<file path="config.mk">
export PLATFORM = sky130hd
export DESIGN_NAME = radio_mode_state_control
export DESIGN_NICKNAME = d
export VERILOG_FILES = /design/src/hw/radio_mode_pkg.sv /design/src/hw/radio_mode_state_control.sv /design/src/hw/serial_port_slave.sv
export SDC_FILE = /design/constraint.sdc
export NUM_CORES = 1
export LEC_CHECK = 0
export BUFFER_PORTS_ARGS = -buffer_cell sky130_fd_sc_hd__buf_2
export CAP_MARGIN = 20
export CORE_ASPECT_RATIO = 1.1
export CORE_MARGIN = 2
export CORE_UTILIZATION = 40
export CTS_BUF_LIST = sky130_fd_sc_hd__clkbuf_16
export DETAILED_ROUTE_END_ITERATION = 8
export GPL_TIMING_DRIVEN = 1
export SLEW_MARGIN = 20
export SYNTH_ARGS = -nofsm -noshare
export SYNTH_HDL_FRONTEND = slang
export SYNTH_HIERARCHICAL = 1
export SYNTH_SLANG_ARGS = --single-unit
</file>
<file path="constraint.sdc">
create_clock -name sys_clk -period 9.36 [get_ports sys_clk]
set_input_delay 1.404 -clock sys_clk [delete_from_list [all_inputs] [get_ports sys_clk]]
set_output_delay 1.404 -clock sys_clk [all_outputs]
set_load 0.05 [all_outputs]
</file>
<file path="src/hw/radio_mode_pkg.sv">
// Constants and types shared by the operating-mode controller and its serial port
package radio_mode_pkg;

    localparam int unsigned CLK_MHZ = 25;
    localparam int unsigned CE_PULSE_NS = 10000;
    localparam int unsigned CE_PULSE_CYCLES = (CE_PULSE_NS * CLK_MHZ + 999) / 1000;
    localparam int unsigned CE_COUNT_W = 9;

    localparam int unsigned REG_ADDR_W = 4;
    localparam int unsigned REG_DATA_W = 8;

    localparam logic [3:0] CONFIG_OFFSET = 4'h0;
    localparam logic [3:0] RETRY_OFFSET = 4'h1;
    localparam logic [3:0] STATUS_OFFSET = 4'h2;

    localparam int unsigned CFG_POWER_UP_POS = 0;
    localparam int unsigned CFG_ROLE_POS = 1;
    localparam int unsigned CFG_AUTO_ACK_POS = 2;
    localparam int unsigned RETRY_LIMIT_LSB = 0;
    localparam int unsigned RETRY_DELAY_LSB = 4;
    localparam int unsigned STATUS_MODE_LSB = 0;
    localparam int unsigned STATUS_MAX_RETRY_POS = 3;
    localparam int unsigned STATUS_COUNT_LSB = 4;

    localparam logic [7:0] CONFIG_RESET = 8'h04;
    localparam logic [7:0] RETRY_RESET = 8'h03;

    localparam int unsigned SPI_WRITE_POS = 7;
    localparam logic [4:0] SPI_CMD_LAST = 5'h07;
    localparam logic [4:0] SPI_FRAME_LAST = 5'h0F;
    localparam logic [4:0] SPI_FRAME_DONE = 5'h10;

    localparam int unsigned PIN_CE = 0;
    localparam int unsigned PIN_SEL = 1;
    localparam int unsigned PIN_SCLK = 2;
    localparam int unsigned PIN_SDATA = 3;
    localparam logic [3:0] PIN_IDLE = 4'h2;

    typedef enum logic [2:0] {
        MODE_POWER_DOWN = 3'b000,
        MODE_STANDBY_1 = 3'b001,
        MODE_STANDBY_2 = 3'b011,
        MODE_TX = 3'b010,
        MODE_RX = 3'b110
    } mode_t;

endpackage

</file>
<file path="src/hw/radio_mode_state_control.sv">
// Operating-mode state machine of the packet transceiver with its control registers
`timescale 1ns/1ps
`default_nettype none

module radio_mode_state_control
    import radio_mode_pkg::*;
#(
    parameter int unsigned RETRY_STEP_CYCLES = 6250,
    parameter int unsigned ACK_TIMEOUT_CYCLES = 6250
)
(
    input wire logic sys_clk,
    input wire logic rst_b,
    input wire logic [3:0] reg_addr,
    input wire logic [7:0] reg_wdata,
    input wire logic reg_wr,
    input wire logic reg_rd,
    output logic [7:0] reg_rdata,
    input wire logic radio_enable,
    input wire logic serial_select_low,
    input wire logic serial_clk,
    input wire logic serial_data_in,
    output logic serial_data_out,
    output logic serial_data_oe,
    input wire logic tx_fifo_empty,
    input wire logic tx_packet_done,
    input wire logic tx_skip_ack,
    input wire logic ack_received,
    input wire logic packet_received,
    input wire logic rx_skip_ack,
    output logic [2:0] radio_mode,
    output logic tx_active,
    output logic rx_active,
    output logic tx_is_retry,
    output logic max_retry_hit
);

    typedef struct packed {
        logic [3:0] sync1;
        logic [3:0] sync2;
        mode_t mode;
        logic [7:0] config_bits;
        logic [7:0] retry_bits;
        logic max_retry;
        logic [3:0] retry_counter;
        logic retry_wait;
        logic ack_wait;
        logic is_retry;
        logic [31:0] timer;
        logic [CE_COUNT_W-1:0] ce_count;
        logic ce_latched;
        logic pend_wr;
        logic [3:0] pend_addr;
        logic [7:0] pend_data;
        logic [7:0] rdata;
    } ctrl_state_t;

    ctrl_state_t cur_reg;
    ctrl_state_t cur_next;

    logic [3:0] spi_addr;
    logic [7:0] spi_wdata;
    logic spi_wr;
    logic spi_rd;
    logic [7:0] spi_rdata;

    function automatic logic [7:0] read_reg(input ctrl_state_t s, input logic [3:0] addr);
        logic [7:0] value;
        value = 8'h00;
        unique case (addr)
            CONFIG_OFFSET: value = s.config_bits;
            RETRY_OFFSET: value = s.retry_bits;
            STATUS_OFFSET:
            begin
                value[STATUS_MODE_LSB +: 3] = s.mode;
                value[STATUS_MAX_RETRY_POS] = s.max_retry;
                value[STATUS_COUNT_LSB +: 4] = s.retry_counter;
            end
            default: value = 8'h00;
        endcase
        return value;
    endfunction

    // The serial port runs off the system clock in every mode, power down included
    serial_port_slave u_serial (
        .sys_clk(sys_clk),
        .rst_b(rst_b),
        .serial_select_low(cur_reg.sync2[PIN_SEL]),
        .serial_clk(cur_reg.sync2[PIN_SCLK]),
        .serial_data_in(cur_reg.sync2[PIN_SDATA]),
        .read_data(spi_rdata),
        .access_addr(spi_addr),
        .access_wdata(spi_wdata),
        .access_wr(spi_wr),
        .access_rd(spi_rd),
        .serial_data_out(serial_data_out),
        .serial_data_oe(serial_data_oe)
    );

    assign spi_rdata = read_reg(cur_reg, spi_addr);

    always_comb
    begin
        logic wr_en;
        logic [3:0] wr_addr;
        logic [7:0] wr_data;
        logic power_up;
        logic primary_receiver;
        logic auto_ack;
        logic ce;
        logic [31:0] delay_target;
        logic max_set;
        wr_en = 1'b0;
        wr_addr = 4'h0;
        wr_data = 8'h00;
        cur_next = cur_reg;
        max_set = 1'b0;
        cur_next.sync1 = {serial_data_in, serial_clk, serial_select_low, radio_enable};
        cur_next.sync2 = cur_reg.sync1;
        ce = cur_reg.sync2[PIN_CE];

        // Bus write wins a collision; the serial write is held until the first cycle without a bus write instead of being lost
        if (reg_wr)
        begin
            wr_en = 1'b1;
            wr_addr = reg_addr;
            wr_data = reg_wdata;
            if (spi_wr)
            begin
                cur_next.pend_wr = 1'b1;
                cur_next.pend_addr = spi_addr;
                cur_next.pend_data = spi_wdata;
            end
        end
        else if (cur_reg.pend_wr)
        begin
            wr_en = 1'b1;
            wr_addr = cur_reg.pend_addr;
            wr_data = cur_reg.pend_data;
            cur_next.pend_wr = spi_wr;
            cur_next.pend_addr = spi_addr;
            cur_next.pend_data = spi_wdata;
        end
        else if (spi_wr)
        begin
            wr_en = 1'b1;
            wr_addr = spi_addr;
            wr_data = spi_wdata;
        end

        if (wr_en && wr_addr == CONFIG_OFFSET)
        begin
            cur_next.config_bits = wr_data;
        end
        if (wr_en && wr_addr == RETRY_OFFSET)
        begin
            cur_next.retry_bits = wr_data;
        end
        if (wr_en && wr_addr == STATUS_OFFSET && wr_data[STATUS_MAX_RETRY_POS])
        begin
            cur_next.max_retry = 1'b0;
        end

        if (reg_rd)
        begin
            cur_next.rdata = read_reg(cur_reg, reg_addr);
        end

        power_up = cur_reg.config_bits[CFG_POWER_UP_POS];
        primary_receiver = cur_reg.config_bits[CFG_ROLE_POS];
        auto_ack = cur_reg.config_bits[CFG_AUTO_ACK_POS];
        delay_target = (32'(cur_reg.retry_bits[RETRY_DELAY_LSB +: 4]) + 32'h1)
            * RETRY_STEP_CYCLES;

        // Enable pulse qualifier only counts in standby-I
        if (cur_reg.mode == MODE_STANDBY_1 && !primary_receiver && ce)
        begin
            if (cur_reg.ce_count < CE_COUNT_W'(CE_PULSE_CYCLES))
            begin
                cur_next.ce_count = cur_reg.ce_count + 1'b1;
            end
            else
            begin
                cur_next.ce_latched = 1'b1;
            end
        end
        else
        begin
            cur_next.ce_count = '0;
        end

        unique case (cur_reg.mode)
            MODE_POWER_DOWN:
            begin
                if (power_up)
                begin
                    cur_next.mode = MODE_STANDBY_1;
                end
            end
            MODE_STANDBY_1:
            begin
                if (cur_reg.retry_wait && !auto_ack)
                begin
                    cur_next.retry_wait = 1'b0;
                end
                else if (cur_reg.retry_wait)
                begin
                    cur_next.timer = cur_reg.timer + 32'h1;
                    if (cur_reg.timer + 32'h1 >= delay_target)
                    begin
                        cur_next.retry_wait = 1'b0;
                        cur_next.timer = 32'h0;
                        if (cur_reg.retry_counter < cur_reg.retry_bits[RETRY_LIMIT_LSB +: 4])
                        begin
                            cur_next.retry_counter = cur_reg.retry_counter + 4'h1;
                            cur_next.is_retry = 1'b1;
                            cur_next.mode = MODE_TX;
                        end
                        else
                        begin
                            max_set = 1'b1;
                        end
                    end
                end
                else if (primary_receiver && ce)
                begin
                    cur_next.mode = MODE_RX;
                end
                else if (!primary_receiver && ce && tx_fifo_empty)
                begin
                    cur_next.mode = MODE_STANDBY_2;
                end
                else if (!primary_receiver && cur_next.ce_latched && !tx_fifo_empty)
                begin
                    cur_next.ce_latched = 1'b0;
                    cur_next.is_retry = 1'b0;
                    cur_next.retry_counter = 4'h0;
                    cur_next.mode = MODE_TX;
                end
            end
            MODE_STANDBY_2:
            begin
                if (!ce || primary_receiver)
                begin
                    cur_next.mode = MODE_STANDBY_1;
                end
                else if (!tx_fifo_empty)
                begin
                    cur_next.is_retry = 1'b0;
                    cur_next.retry_counter = 4'h0;
                    cur_next.mode = MODE_TX;
                end
            end
            MODE_TX:
            begin
                // Enable is only looked at once the packet on air has ended
                if (tx_packet_done)
                begin
                    cur_next.is_retry = 1'b0;
                    if (primary_receiver)
                    begin
                        cur_next.mode = ce ? MODE_RX : MODE_STANDBY_1;
                    end
                    else if (auto_ack && !tx_skip_ack)
                    begin
                        cur_next.ack_wait = 1'b1;
                        cur_next.timer = 32'h0;
                        cur_next.mode = MODE_RX;
                    end
                    else if (!ce)
                    begin
                        cur_next.mode = MODE_STANDBY_1;
                    end
                    else if (!tx_fifo_empty)
                    begin
                        cur_next.retry_counter = 4'h0;
                        cur_next.mode = MODE_TX;
                    end
                    else
                    begin
                        cur_next.mode = MODE_STANDBY_2;
                    end
                end
            end
            MODE_RX:
            begin
                if (primary_receiver || !cur_reg.ack_wait)
                begin
                    if (!ce)
                    begin
                        cur_next.mode = MODE_STANDBY_1;
                    end
                    else if (primary_receiver && packet_received && auto_ack && !rx_skip_ack)
                    begin
                        cur_next.mode = MODE_TX;
                    end
                end
                else if (!auto_ack)
                begin
                    cur_next.ack_wait = 1'b0;
                    cur_next.mode = MODE_STANDBY_1;
                end
                else if (ack_received)
                begin
                    cur_next.ack_wait = 1'b0;
                    cur_next.retry_counter = 4'h0;
                    if (!ce)
                    begin
                        cur_next.mode = MODE_STANDBY_1;
                    end
                    else if (!tx_fifo_empty)
                    begin
                        cur_next.mode = MODE_TX;
                    end
                    else
                    begin
                        cur_next.mode = MODE_STANDBY_2;
                    end
                end
                else if (cur_reg.timer + 32'h1 >= ACK_TIMEOUT_CYCLES)
                begin
                    cur_next.ack_wait = 1'b0;
                    cur_next.retry_wait = 1'b1;
                    cur_next.timer = 32'h0;
                    cur_next.mode = MODE_STANDBY_1;
                end
                else
                begin
                    cur_next.timer = cur_reg.timer + 32'h1;
                end
            end
            default:
            begin
                cur_next.mode = MODE_POWER_DOWN;
            end
        endcase

        // Power-up low overrides everything, even a packet in flight
        if (!power_up)
        begin
            cur_next.mode = MODE_POWER_DOWN;
            cur_next.retry_wait = 1'b0;
            cur_next.ack_wait = 1'b0;
            cur_next.is_retry = 1'b0;
            cur_next.ce_latched = 1'b0;
            cur_next.timer = 32'h0;
        end

        // A limit hit in the same cycle as a software clear stays set
        if (max_set)
        begin
            cur_next.max_retry = 1'b1;
        end
    end

    always_ff @(posedge sys_clk)
    begin
        if (!rst_b)
        begin
            cur_reg <= '0;
            cur_reg.sync1 <= PIN_IDLE;
            cur_reg.sync2 <= PIN_IDLE;
            cur_reg.mode <= MODE_POWER_DOWN;
            cur_reg.config_bits <= CONFIG_RESET;
            cur_reg.retry_bits <= RETRY_RESET;
        end
        else
        begin
            cur_reg <= cur_next;
        end
    end

    assign reg_rdata = cur_reg.rdata;
    assign radio_mode = cur_reg.mode;
    assign tx_active = (cur_reg.mode == MODE_TX);
    assign rx_active = (cur_reg.mode == MODE_RX);
    assign tx_is_retry = cur_reg.is_retry;
    assign max_retry_hit = cur_reg.max_retry;

endmodule
`default_nettype wire

</file>
<file path="src/hw/serial_port_slave.sv">
// Three-wire serial register port: command byte, then one data byte on a shared data line
`timescale 1ns/1ps
`default_nettype none

module serial_port_slave
    import radio_mode_pkg::*;
(
    input wire logic sys_clk,
    input wire logic rst_b,
    input wire logic serial_select_low,
    input wire logic serial_clk,
    input wire logic serial_data_in,
    input wire logic [7:0] read_data,
    output logic [3:0] access_addr,
    output logic [7:0] access_wdata,
    output logic access_wr,
    output logic access_rd,
    output logic serial_data_out,
    output logic serial_data_oe
);

    typedef struct packed {
        logic sclk_prev;
        logic [4:0] count;
        logic [7:0] cmd;
        logic [7:0] shift;
        logic wr;
        logic rd;
        logic oe;
        logic [7:0] wdata;
    } port_state_t;

    port_state_t cur_reg;
    port_state_t cur_next;

    always_comb
    begin
        logic rise;
        logic fall;
        logic [7:0] cmd_shifted;
        logic [7:0] data_shifted;
        rise = serial_clk && !cur_reg.sclk_prev;
        fall = !serial_clk && cur_reg.sclk_prev;
        cmd_shifted = {cur_reg.cmd[6:0], serial_data_in};
        data_shifted = {cur_reg.shift[6:0], serial_data_in};
        cur_next = cur_reg;
        cur_next.sclk_prev = serial_clk;
        cur_next.wr = 1'b0;
        cur_next.rd = 1'b0;
        if (serial_select_low)
        begin
            cur_next.count = 5'h00;
            cur_next.oe = 1'b0;
        end
        else
        begin
            // Read data is loaded one cycle after the request, long before the next falling edge
            if (cur_reg.rd)
            begin
                cur_next.shift = read_data;
                cur_next.oe = 1'b1;
            end
            else if (rise && cur_reg.count <= SPI_CMD_LAST)
            begin
                cur_next.cmd = cmd_shifted;
                cur_next.count = cur_reg.count + 5'h01;
                if (cur_reg.count == SPI_CMD_LAST && !cmd_shifted[SPI_WRITE_POS])
                begin
                    cur_next.rd = 1'b1;
                end
            end
            else if (rise && cur_reg.count < SPI_FRAME_DONE)
            begin
                cur_next.count = cur_reg.count + 5'h01;
                if (!cur_reg.oe)
                begin
                    cur_next.shift = data_shifted;
                end
                if (cur_reg.count == SPI_FRAME_LAST && cur_reg.cmd[SPI_WRITE_POS])
                begin
                    cur_next.wr = 1'b1;
                    cur_next.wdata = data_shifted;
                end
            end
            else if (fall && cur_reg.oe && cur_reg.count > SPI_CMD_LAST + 5'h01)
            begin
                cur_next.shift = {cur_reg.shift[6:0], 1'b0};
            end
        end
    end

    always_ff @(posedge sys_clk)
    begin
        if (!rst_b)
        begin
            cur_reg <= '0;
        end
        else
        begin
            cur_reg <= cur_next;
        end
    end

    assign access_addr = cur_reg.cmd[3:0];
    assign access_wdata = cur_reg.wdata;
    assign access_wr = cur_reg.wr;
    assign access_rd = cur_reg.rd;
    assign serial_data_out = cur_reg.shift[7];
    assign serial_data_oe = cur_reg.oe;

endmodule
`default_nettype wire

</file>
# ---- After elaboration in Yosys (flattened, before gate mapping)
# Cells that the tools add are included.
dict set report classes {
  n_shift 0
  order_cmp 7
  reduce_logical 65
  multipliers 1
  n_div 0
  bitwise 5
  n_eq_ne 39
  muxes 107
  n_addsub 5
}
# cell n
set ops {}
lappend ops {{$mux 32} 7}
lappend ops {{$pmux 32 s3} 1}
lappend ops {{$mux 33} 2}
lappend ops {{$mux 4} 16}
lappend ops {{$mux 3} 19}
lappend ops {{$mux 8} 7}
lappend ops {{$pmux 8 s3} 2}
lappend ops {{$mux 13} 3}
lappend ops {{$mux 1} 36}
lappend ops {{$mux 34} 1}
lappend ops {{$add 32x1->32 const B} 1}
lappend ops {{$ge 32x13->1 const B} 1}
lappend ops {{$ge 32x18->1} 1}
lappend ops {{$logic_and 1x1->1} 24}
lappend ops {{$mux 5} 4}
lappend ops {{$ne 2x2->1 const B} 10}
lappend ops {{$mul 5x12->17 const B} 1}
lappend ops {{$pmux 4 s4} 1}
lappend ops {{$pmux 3 s5} 1}
lappend ops {{$reduce_and 15->1} 1}
lappend ops {{$eq 4x1->1 const B} 3}
lappend ops {{$eq 4x2->1 const B} 3}
lappend ops {{$logic_not 4->1} 3}
lappend ops {{$ne 2x1->1 const B} 6}
lappend ops {{other kinds (42)} 75}
dict set report totals {
  reg_bits 131
  word_cells 254
  inputBits 26
  latchBits 0
  ram_bits 0
  romBits 0
  output_inout_bits 17
  mem_count 0
}

# ---- Longest topological paths before layout
# Gate-level depths: netlist of the first run.
dict set report logic_depth {
  ltp_word 12
  depth_mapped 25
  mapped_depth_nobuf 25
}

# ---- Hierarchy
# Netlist of the first run, hierarchy kept.
# mod area_per_inst_um2 cells_each seq_area_each_um2 instances
set modules_own_cells {}
lappend modules_own_cells {radio_mode_state_control 6769.0 865 1961.9 1}
lappend modules_own_cells {serial_port_slave 1579.0 162 660.6 1}

# ---- Worst setup path before layout of the first run
# No wires, ideal clock.
dict set report synth_path {
  kind {register to register}
  start {register cur_reg[75] (netlist name)}
  end {register cur_reg[48] (netlist name)}
  synth_period_minus_slack_ns 5.404
  n_path_buf 0
  path_stages_with_launch 26
  arrival_ns 5.333
  path_slack_ns 3.956
  setup_time_ns 0.070
  required_time_ns 9.290
  cell_sequence {dfxtp_1 -> ha_1 -> xor2_1 -> ha_1 -> xnor2_1 -> ha_1 -> ha_1 -> ha_1 -> a21o_1 -> a21oi_1 -> o21ai_0 -> a21oi_1 -> o21bai_1 -> a211oi_1 -> o31ai_1 -> a31oi_1 -> xor2_1 -> ha_1 -> nor3_1 -> o21ai_0 -> a211o_1 -> a21oi_1 -> o211ai_4 -> nand2b_4 -> or4_1 -> a21oi_1}
}
dict set report synth_via {
  elab_chain_len 7
}
# item line_no
set synth_rtl {}
lappend synth_rtl {{start, declared} radio_mode_state_control.sv:58} ;# ctrl_state_t cur_reg;
lappend synth_rtl {{start signal, assigned} radio_mode_state_control.sv:369} ;# cur_reg <= cur_next;
lappend synth_rtl {{$add 4x1->5} radio_mode_state_control.sv:172} ;# delay_target = (32'(cur_reg.retry_bits[RETRY_DELAY_LSB +: 4]) + 32'h1)
lappend synth_rtl {{$mul 5x12->17} radio_mode_state_control.sv:173} ;# * RETRY_STEP_CYCLES;
lappend synth_rtl {{$ge 32x18->1} radio_mode_state_control.sv:209} ;# if (cur_reg.timer + 32'h1 >= delay_target)
lappend synth_rtl {{$mux 33} radio_mode_state_control.sv:209}
lappend synth_rtl {{$mux 32} radio_mode_state_control.sv:206} ;# else if (cur_reg.retry_wait)
lappend synth_rtl {{$mux 33} radio_mode_state_control.sv:202} ;# if (cur_reg.retry_wait && !auto_ack)
lappend synth_rtl {{$pmux 32 s3} radio_mode_state_control.sv:192} ;# unique case (cur_reg.mode)
# No other way between the ends. The select of a mux whose other input is x is not followed.
# A chain may end at the register's enable or synchronous reset.

# ---- Worst setup path in the final report of the first run
# Ends and elaborated chain as after synthesis.

==> results of run 1 <==
-- worst paths after layout --
check / startpoint / end / slack, ps / cells after the start
max: cur_reg[75]$_SDFFE_PN0P_ / cur_reg[48]$_SDFFE_PN0P_ / 3320 / 25
min: cur_next[91]$_SDFF_PN1_ / cur_reg[91]$_SDFF_PN1_ / 410 / 1
max reg2reg: cur_reg[75]$_SDFFE_PN0P_ / cur_reg[48]$_SDFFE_PN0P_ / 3320 / 25
min reg2reg: cur_next[91]$_SDFF_PN1_ / cur_reg[91]$_SDFF_PN1_ / 410 / 1
-- worst register-to-register path: stages (launching register included) --
cell	delay, ps
dfxtp_1	510
ha_1	230
xor2_1	410
ha_1	290
xnor2_1	130
ha_1	240
ha_1	270
ha_1	330
a21o_1	180
a21oi_1	200
o21ai_0	120
a21oi_1	240
o21bai_1	120
a211oi_1	250
o31ai_1	140
a31oi_1	210
xor2_1	100
ha_1	200
nor3_1	160
o21ai_0	110
a211o_1	280
a21oi_1	280
o211ai_4	170
nand2b_4	220
or4_1	400
a21oi_1	160
-- synthesized netlist by cell type (5+ instances only) --
cell and count:
a211o_1 5, a211oi_1 8, a21o_1 8, a21oi_1 94, a22oi_1 11, a31oi_1 8
and2_1 12, and3_1 28, and4_1 7, buf_2 7, buf_4 23, clkbuf_1 37
dfxtp_1 131, ha_1 57, inv_1 36, mux2_2 8, mux2i_1 57, nand2_1 102
nand2b_1 15, nand3_1 26, nand4_1 16, nor2_1 110, nor2b_1 23, nor3_1 15
nor4_1 6, o21ai_0 41, or2_2 7, or3_1 8, xnor2_1 26, xor2_1 21
-- per-stage QoR --
step / area [um2] / power, mW / util, % / setup WS (ps)
6_report: 9180 / 1.33 / 44.8 / 3320
5_1_grt: 9180 / 1.37 / 44.8 / 2680
4_1_cts: 9180 / 1.35 / 44.8 / 3300
3_5_place_dp: 8540 / 0.618 / 41.6 / 3340
3_3_place_gp: 8540 / 0.618 / 41.6 / 3520
2_1_floorplan: 8350 / 0.604 / - / 3960
-- routing by layer --
layer / track usage, % / vias to the layer above / routed length [um]
met5: 0 / - / 0
met4: 5.81 / 0 / 324
met3: 3.79 / 21 / 571
met2: 30.7 / 96 / 9450
met1: 22.8 / 3202 / 8990
li1: - / 3585 / -
-- report_power, final --
group | switching [mW] | internal [mW]
registers | 0.00321 | 0.560
logic | 0.0262 | 0.0156
clock network | 0.275 | 0.455
total | 0.304 | 1.03
-- kinds of logic (layout without fill, tap and decap cells) --
logic type / count (synthesis) / after routing / share of synthesized area [%]
fa+ha+maj: 58 / 58 / 8.78
flops: 131 / 131 / 31.4
xor+xnor: 47 / 47 / 4.93
buf+inv: 108 / 114 / 6.09
compound gates: 212 / 212 / 15.7
mux: 65 / 65 / 7.91
simple gates: 406 / 406 / 25.2
-- cell type report --
type	count	area, um2
Inverter	36	135
Fill cell	2032	11300
Clock inverter	15	219
Multi-Input combinational cell	788	5220
Timing Repair Buffer	46	240
Sequential cell	131	2620
Clock buffer	17	425
Tap cell	256	320
-- placed cells by master, fill, tap and decap left out, types with 4 or more instances in the layout --
| master | count |
|---|---|
| buf_2 | 42 |
| and2_1 | 12 |
| a21oi_1 | 94 |
| o21a_1 | 4 |
| nor2_1 | 110 |
| nand3_1 | 26 |
| mux2_2 | 8 |
| inv_1 | 36 |
| a21o_1 | 8 |
| a211oi_1 | 8 |
| xor2_1 | 21 |
| clkbuf_16 | 17 |
| nor2b_1 | 23 |
| ha_1 | 57 |
| nand2_1 | 102 |
| a32o_1 | 4 |
| or4_1 | 4 |
| xnor2_1 | 26 |
| nor4_1 | 6 |
| nor3b_1 | 4 |
| a211o_1 | 5 |
| buf_4 | 4 |
| or3_1 | 8 |
| or2_2 | 7 |
| bufinv_16 | 4 |
| nor3_1 | 15 |
| a31oi_1 | 8 |
| nand2b_1 | 15 |
| dfxtp_1 | 131 |
| inv_6 | 4 |
| a22oi_1 | 11 |
| nand4_1 | 16 |
| o21ai_0 | 41 |
| and4_1 | 7 |
| and3_1 | 28 |
| mux2i_1 | 57 |
==> impl_metrics.py, run 1 <==
metrics = {
    "run_status": {
        "status": "finished clean",
    },
    "die": {
        "die_w_um": 142,
        "pin_count": 43,
        "fp-row-count": 55,
        "core_area_um2": 20500,
        "die_h_um": 156,
        "die-area_um2": 22000,
        "start_util_pct": 40.7,
    },
    "final_layout": {
        "area_growth_pct": 9.97,
        "nNetsFinal": 1104,
        "antennaDiodeCount": 0,
        "stdcell_count": 1289,
        "drive_gt1_share_pct": 10.6,
        "largest_register_ffs": 81,
    },
    "clock_network": {
        "cts.repair.resized": 0,
        "insertion_delay_ps": 420,
        "hold_buffers": 0,
        "cts_buffers": 17,
        "cts_tree": "built",
        "cts_num_sinks": 131,
        "clockRootBuffer": "clkbuf_16",
        "htree_levels": 4,
        "clk_pin_slew_ps": 60,
        "post_cts_buffers": 0,
        "clock_path_buffers": 2,
    },
    "placed_design": {
        "globalplace.congestion": 0.822,
        "port_buffers": 42,
        "place_inst": 1257,
        "place_hpwl_um": 14200,
    },
    "sta": {
        "hold_slack_ps": 409,
        "setup_tns_ps": 0,
        "clock-skew-final_ps": 8.38,
        "hold_viol": 0,
        "finalCriticalPeriod_ps": 6040,
        "rsz0062_at_grt": "no",
        "finalSetupViolCount": 0,
        "slew_headroom_pct": 36.1,
        "worst_pin_slew_ps": 955,
        "period_share_pct": 64.6,
        "fmax_ghz": 0.166,
        "slew_viol_final": 0,
    },
    "grt": {
        "antenna_found_initial": 1,
        "grt_pass1_vias": 6462,
        "grt_remaining_overflow": 0,
        "grtUsageTotal_pct": 18.0,
        "grt_first_pass_wirelength_um": 32300,
        "grt_max_degree": 50,
    },
    "critical_path": {
        "crit_type": "reg2reg",
        "slowest_delay_ps": 510,
        "critPathTopFamily": "compound AO/OA/AOI/OAI gates",
        "crit_buf_inv": 0,
        "required_ps": 9690,
        "timing.critical_path.mode_cell": "ha_1",
        "path_max_fanout": 10,
        "cp-end-kind": "flop",
        "critPathArrivalTime_ps": 6380,
        "start_kind": "flop",
        "cp_slowest_cell": "dfxtp_1",
    },
    "route": {
        "wl_um": 19300,
        "post_drt_wl_per_cell_um": 15.0,
        "ant_nets": 0,
        "vias_per_cell": 5.36,
        "drc": 0,
        "first_iter_violations": 418,
        "vias": 6904,
        "firstDrtPassIters": 5,
    },
    "synthesis": {
        "syn_nets": 1111,
        "syn_area_per_cell_um2": 8.13,
        "synthArstFlopShare_pct": 0,
        "yosysTopAreaCellShare_pct": 31.4,
        "synth_cell_types": 77,
        "synth_seq_area_share_pct": 31.4,
        "synth_top_flop_cell": "dfxtp_1",
        "synth-edff-count": 0,
        "synth_top_cell_by_area": "dfxtp_1",
        "ys_ff_latch": 131,
        "syn-cell-area_um2": 8350,
        "yosysWarningCount": 6,
        "synth_cells": 1027,
        "yosys-top-cells-area": "dfxtp_1, ha_1, mux2i_1",
    },
    "power_and_ir_drop": {
        "power.leakage_nw": 3.70,
        "cellPowerDensity_nw_per_um2": 145,
        "vdd_drop_max_mv": 0.113,
    },
    "min_path": {
        "worstHoldPathType": "reg2reg",
    },
    "run": {
        "drv_cap": 0,
    },
}
Note: power is estimated with default switching activity, not from simulation.
==> run 2: changes to the inputs <==
clock period = 5.4 ns   (was 9.36 ns; I/O delays follow)
==> impl_metrics.py, run 2 (synthesized netlist as in run 1, its figures left out) <==
metrics = {
    "run_status": {
        "status": "finished clean",
    },
    "sta": {
        "setup_tns_ps": 0,
        "fmax_ghz": 0.196,
        "hold_viol": 0,
        "finalSetupViolCount": 0,
        "slew_headroom_pct": 35.7,
        "fin_ws_ps": 298,
        "finalCriticalPeriod_ps": 5100,
        "worst_pin_slew_ps": 962,
        "period_share_pct": 94.5,
        "clock-skew-final_ps": 13.5,
        "slew_viol_final": 0,
    },
    "final_layout": {
        "nNetsFinal": 1124,
        "final_common_cell": "dfxtp_1",
        "largest_register_ffs": 81,
        "drive_gt1_share_pct": 15.0,
        "final_cell_mix": "dfxtp_1, nor2_1, nand2_1, a21oi_1, mux2i_1",
        "area_growth_pct": 14.1,
        "n_fill_cell": 2027,
        "antennaDiodeCount": 0,
        "stdcell_count": 1309,
    },
    "die": {
        "die-area_um2": 22000,
        "core_area_um2": 20500,
        "die_w_um": 142,
        "start_util_pct": 40.7,
        "die_h_um": 156,
        "pin_count": 43,
        "fp-row-count": 55,
    },
    "placed_design": {
        "port_buffers": 42,
        "place_inst": 1271,
        "globalplace.congestion": 0.844,
        "place_hpwl_um": 14400,
        "dp_worst_setup_slack_ps": 38.6,
    },
    "route": {
        "firstDrtPassIters": 5,
        "first_iter_violations": 347,
        "wl_um": 20100,
        "drc": 0,
        "vias": 6980,
        "ant_nets": 0,
        "vias_per_cell": 5.33,
        "post_drt_wl_per_cell_um": 15.3,
    },
    "grt": {
        "grt_remaining_overflow": 0,
        "grt_max_degree": 50,
        "grt_first_pass_wirelength_um": 33200,
        "grt_pass1_vias": 6708,
        "grtUsageTotal_pct": 18.5,
        "antenna_found_initial": 0,
    },
    "power_and_ir_drop": {
        "cellPowerDensity_nw_per_um2": 248,
        "power.leakage_nw": 3.82,
        "vdd_drop_max_mv": 0.204,
    },
    "clock_network": {
        "insertion_delay_ps": 430,
        "clockRootBuffer": "clkbuf_16",
        "cts_buffers": 17,
        "hold_buffers": 0,
        "cts_num_sinks": 131,
        "clock_path_buffers": 2,
        "cts_tree": "built",
        "htree_levels": 4,
        "clk_pin_slew_ps": 60,
    },
    "critical_path": {
        "path_max_fanout": 7,
        "critPathArrivalTime_ps": 5440,
        "required_ps": 5740,
        "cp-end-kind": "flop",
        "crit_type": "reg2reg",
        "reg2regPathDepth": 26,
        "start_kind": "flop",
    },
    "min_path": {
        "hold_depth": 1,
        "worstHoldPathType": "reg2reg",
    },
    "run": {
        "drv_cap": 0,
    },
}
==> run 2: metal layers <==
metal | track usage [%] | up-vias | wire [um]
met5 | 0 | - | 0
met4 | 5.43 | 0 | 237
met3 | 3.57 | 17 | 572
met2 | 32.3 | 87 | 10000
met1 | 23.1 | 3255 | 9230
li1 | - | 3621 | -
==> run 2: final cells by class <==
class | instances | area [um2] | share of cell area [%]
timing repair buffer | 66 | 394 | 4.14
clock buffer | 17 | 425 | 4.46
multi-input combinational | 788 | 5390 | 56.6
clock inverter | 15 | 239 | 2.51
sequential | 131 | 2620 | 27.5
tap | 256 | 320 | 3.36
inverter | 36 | 135 | 1.42
==> run 2: worst paths after layout <==
check | startpoint | endpoint | slack (ps)
worst max-delay path | cur_reg[75]$_SDFFE_PN0P_ | cur_reg[39]$_SDFFE_PN0P_ | 300
worst min-delay path | cur_next[91]$_SDFF_PN1_ | cur_reg[91]$_SDFF_PN1_ | 420
worst max register to register | cur_reg[75]$_SDFFE_PN0P_ | cur_reg[39]$_SDFFE_PN0P_ | 300
worst min register to register | cur_next[91]$_SDFF_PN1_ | cur_reg[91]$_SDFF_PN1_ | 420
==> run 2: worst max-delay path, stage by stage, from the launching register on <==
cell      delay [ps]
dfxtp_1          330
ha_2             190
and3_1           200
buf_4            160
ha_4             260
inv_2             30
fa_1             380
inv_1            100
ha_4             210
and3b_1          180
o21a_1           180
o21ai_1          110
nand2_1           90
a21oi_2          140
o21bai_2          80
a31o_2           220
nand2_1           80
xor2_1           180
ha_1             270
nand4_1          120
nor2_1            60
a211o_1          350
a21oi_2          230
o211ai_4          90
nand2b_4         210
or4_4            420
a21oi_2          130
==> run 2: stage by stage <==
stage | util (%) | hold slack (ps) | power, mW | cell area (um2)
after floorplan | - | 386 | 1.05 | 8360
after global placement | 42.2 | 388 | 1.07 | 8650
after detailed placement | 42.2 | 398 | 1.07 | 8650
after CTS | 45.4 | 415 | 2.39 | 9320
after global routing | 46.5 | 438 | 2.44 | 9530
final | 46.5 | 415 | 2.36 | 9530
==> run 2: report_power, final <==
part           internal [mW]  total (mW)  switching, mW
Combinational         0.0288      0.0751         0.0464
Sequential             0.971       0.977        0.00550
Clock                  0.834        1.31          0.479
Total                   1.83        2.36          0.530
==> run 2: timing repair <==
item                       4_1_cts  5_1_grt
buffers inserted                 0        6
pin swaps                        0       22
setup endpoints to repair        4       26
gates resized for setup          2       31
==> run 3: changes to the inputs <==
PLACE_DENSITY = 0.62   (was default)
SYNTH_HIERARCHICAL = default   (was 1)
TNS_END_PERCENT = 30   (was default)
==> impl_metrics.py, run 3 <==
metrics = {
    "run_status": {
        "status": "finished clean",
    },
    "synthesis": {
        "yosys.area_share.simple_pct": 25.4,
        "yosysWarningCount": 0,
        "ys_ff_latch": 131,
        "synth_top_flop_cell": "dfxtp_1",
        "yosysTopAreaCellShare_pct": 31.7,
        "synthArstFlopShare_pct": 0,
        "synth-edff-count": 0,
        "syn-cell-area_um2": 8270,
        "syn_area_per_cell_um2": 7.96,
        "synth_cells": 1039,
        "synth_cell_types": 72,
        "synth_seq_area_share_pct": 31.7,
        "syn_nets": 1122,
        "yosys-top-cells-area": "dfxtp_1, ha_1, mux2i_1",
        "synth_top_family_by_area": "simple AND/OR/NAND/NOR gates",
        "synth_compound_area_share_pct": 16.9,
        "synthAdderAreaFrac_pct": 8.71,
        "synth_top_cell_by_area": "dfxtp_1",
        "yosys.cell_count.top_type": "dfxtp_1",
        "synthTopCellsByCount": "dfxtp_1, nand2_1, nor2_1",
        "synthXorXnorAreaFrac_pct": 4.87,
        "muxShareOfSynthArea_pct": 6.19,
    },
    "route": {
        "wl_um": 20500,
        "vias_per_cell": 5.56,
        "ant_nets": 0,
        "drc": 0,
        "firstDrtPassIters": 5,
        "post_drt_wl_per_cell_um": 15.7,
        "first_iter_violations": 532,
        "vias": 7262,
    },
    "clock_network": {
        "clockRootBuffer": "clkbuf_16",
        "clk_pin_slew_ps": 60,
        "clock_path_buffers": 2,
        "htree_levels": 4,
        "insertion_delay_ps": 430,
        "cts_num_sinks": 131,
        "cts_buffers": 17,
        "cts_tree": "built",
    },
    "critical_path": {
        "path_max_fanout": 12,
        "crit_type": "reg2reg",
        "critPathArrivalTime_ps": 5420,
        "start_kind": "flop",
        "required_ps": 5730,
        "critPathTopFamily": "compound AO/OA/AOI/OAI gates",
        "cp_slowest_cell": "fa_1",
        "slowest_delay_ps": 530,
        "cp-end-kind": "flop",
        "crit_buf_inv": 4,
    },
    "sta": {
        "finalCriticalPeriod_ps": 5090,
        "clock-skew-final_ps": 11.6,
        "fin_ws_ps": 308,
        "fmax_ghz": 0.196,
        "rsz0062_at_grt": "no",
        "hold_viol": 0,
        "slew_viol_final": 0,
        "finalSetupViolCount": 0,
        "slew_headroom_pct": 32.1,
        "setup_tns_ps": 0,
        "period_share_pct": 94.3,
        "worst_pin_slew_ps": 1020,
    },
    "grt": {
        "antenna_found_initial": 0,
        "grt_remaining_overflow": 0,
        "grt_pass1_vias": 6846,
        "grt_first_pass_wirelength_um": 33700,
        "grt_max_degree": 59,
        "grtUsageTotal_pct": 18.9,
    },
    "placed_design": {
        "place_hpwl_um": 14400,
        "globalplace.congestion": 0.826,
        "post_dp_cell_area_um2": 8530,
        "port_buffers": 42,
        "dp_worst_setup_slack_ps": 33.4,
        "place_inst": 1272,
    },
    "run": {
        "drv_cap": 0,
    },
    "final_layout": {
        "nNetsFinal": 1120,
        "antennaDiodeCount": 0,
        "final_common_cell": "dfxtp_1",
        "drive_gt1_share_pct": 10.4,
        "n_fill_cell": 2026,
        "stdcell_area_um2": 9230,
        "stdcell_count": 1305,
        "final_cell_mix": "dfxtp_1, nand2_1, nor2_1, a21oi_1, ha_1",
        "area_growth_pct": 11.6,
        "largest_register_ffs": 81,
    },
    "die": {
        "core_area_um2": 20400,
        "fp-row-count": 55,
        "die_w_um": 141,
        "die_h_um": 155,
        "start_util_pct": 40.5,
        "pin_count": 43,
        "die-area_um2": 21800,
    },
    "min_path": {
        "worstHoldPathType": "reg2reg",
    },
    "power_and_ir_drop": {
        "vdd_drop_max_mv": 0.213,
        "power_mw": 2.27,
        "power.leakage_nw": 3.70,
        "cellPowerDensity_nw_per_um2": 246,
    },
}
run 3: cells by family after synthesis:
logic type	after synthesis
compound gates	221
fa+ha+maj	57
buf+inv	114
flops	131
other cells	1
mux	51
simple gates	418
xor+xnor	46
run 3: path summary, 6_finish.rpt:
path                                          startpoint                       end  slack (ps)  cells after the start
worst max-delay path            cur_reg[75]$_SDFFE_PN0P_  cur_reg[48]$_SDFFE_PN0P_         310                     25
worst min-delay path             cur_next[91]$_SDFF_PN1_    cur_reg[91]$_SDFF_PN1_         410                      1
worst max register to register  cur_reg[75]$_SDFFE_PN0P_  cur_reg[48]$_SDFFE_PN0P_         310                     25
worst min register to register   cur_next[91]$_SDFF_PN1_    cur_reg[91]$_SDFF_PN1_         410                      1
run 3: per-stage QoR:
step / hold WS [ps] / utilization (%)
3_3_place_gp: 391 / 41.7
6_report: 406 / 45.2
4_1_cts: 407 / 44.8
5_1_grt: 410 / 45.2
2_1_floorplan: 386 / -
3_5_place_dp: 394 / 41.7
run 3: metal layers:
layer / GRT usage [%] / routed length (um)
met1: 23.9 / 9400
met2: 32.5 / 10100
met3: 3.44 / 706
met4: 5.95 / 301
met5: 0 / 0
run 3: final cells by class:
type / count / area [um2] / share of cell area, %
inverter: 38 / 143 / 1.54
clock inverter: 14 / 190 / 2.06
clock buffer: 17 / 425 / 4.61
sequential: 131 / 2620 / 28.4
timing repair buffer: 55 / 338 / 3.66
multi-input combinational: 794 / 5190 / 56.2
tap: 256 / 320 / 3.47
run 3: what timing repair did:
action	in CTS	in global routing
hold endpoints to repair	0	0
setup buffers	0	1
hold buffers	0	0
setup endpoints to repair	0	28
resized for setup	0	13
run 3: report_power, final:
group          internal [mW]  total, mW  switching (mW)
combinational         0.0268     0.0754          0.0485
clock                  0.768       1.22           0.448
sequential             0.972      0.978         0.00617
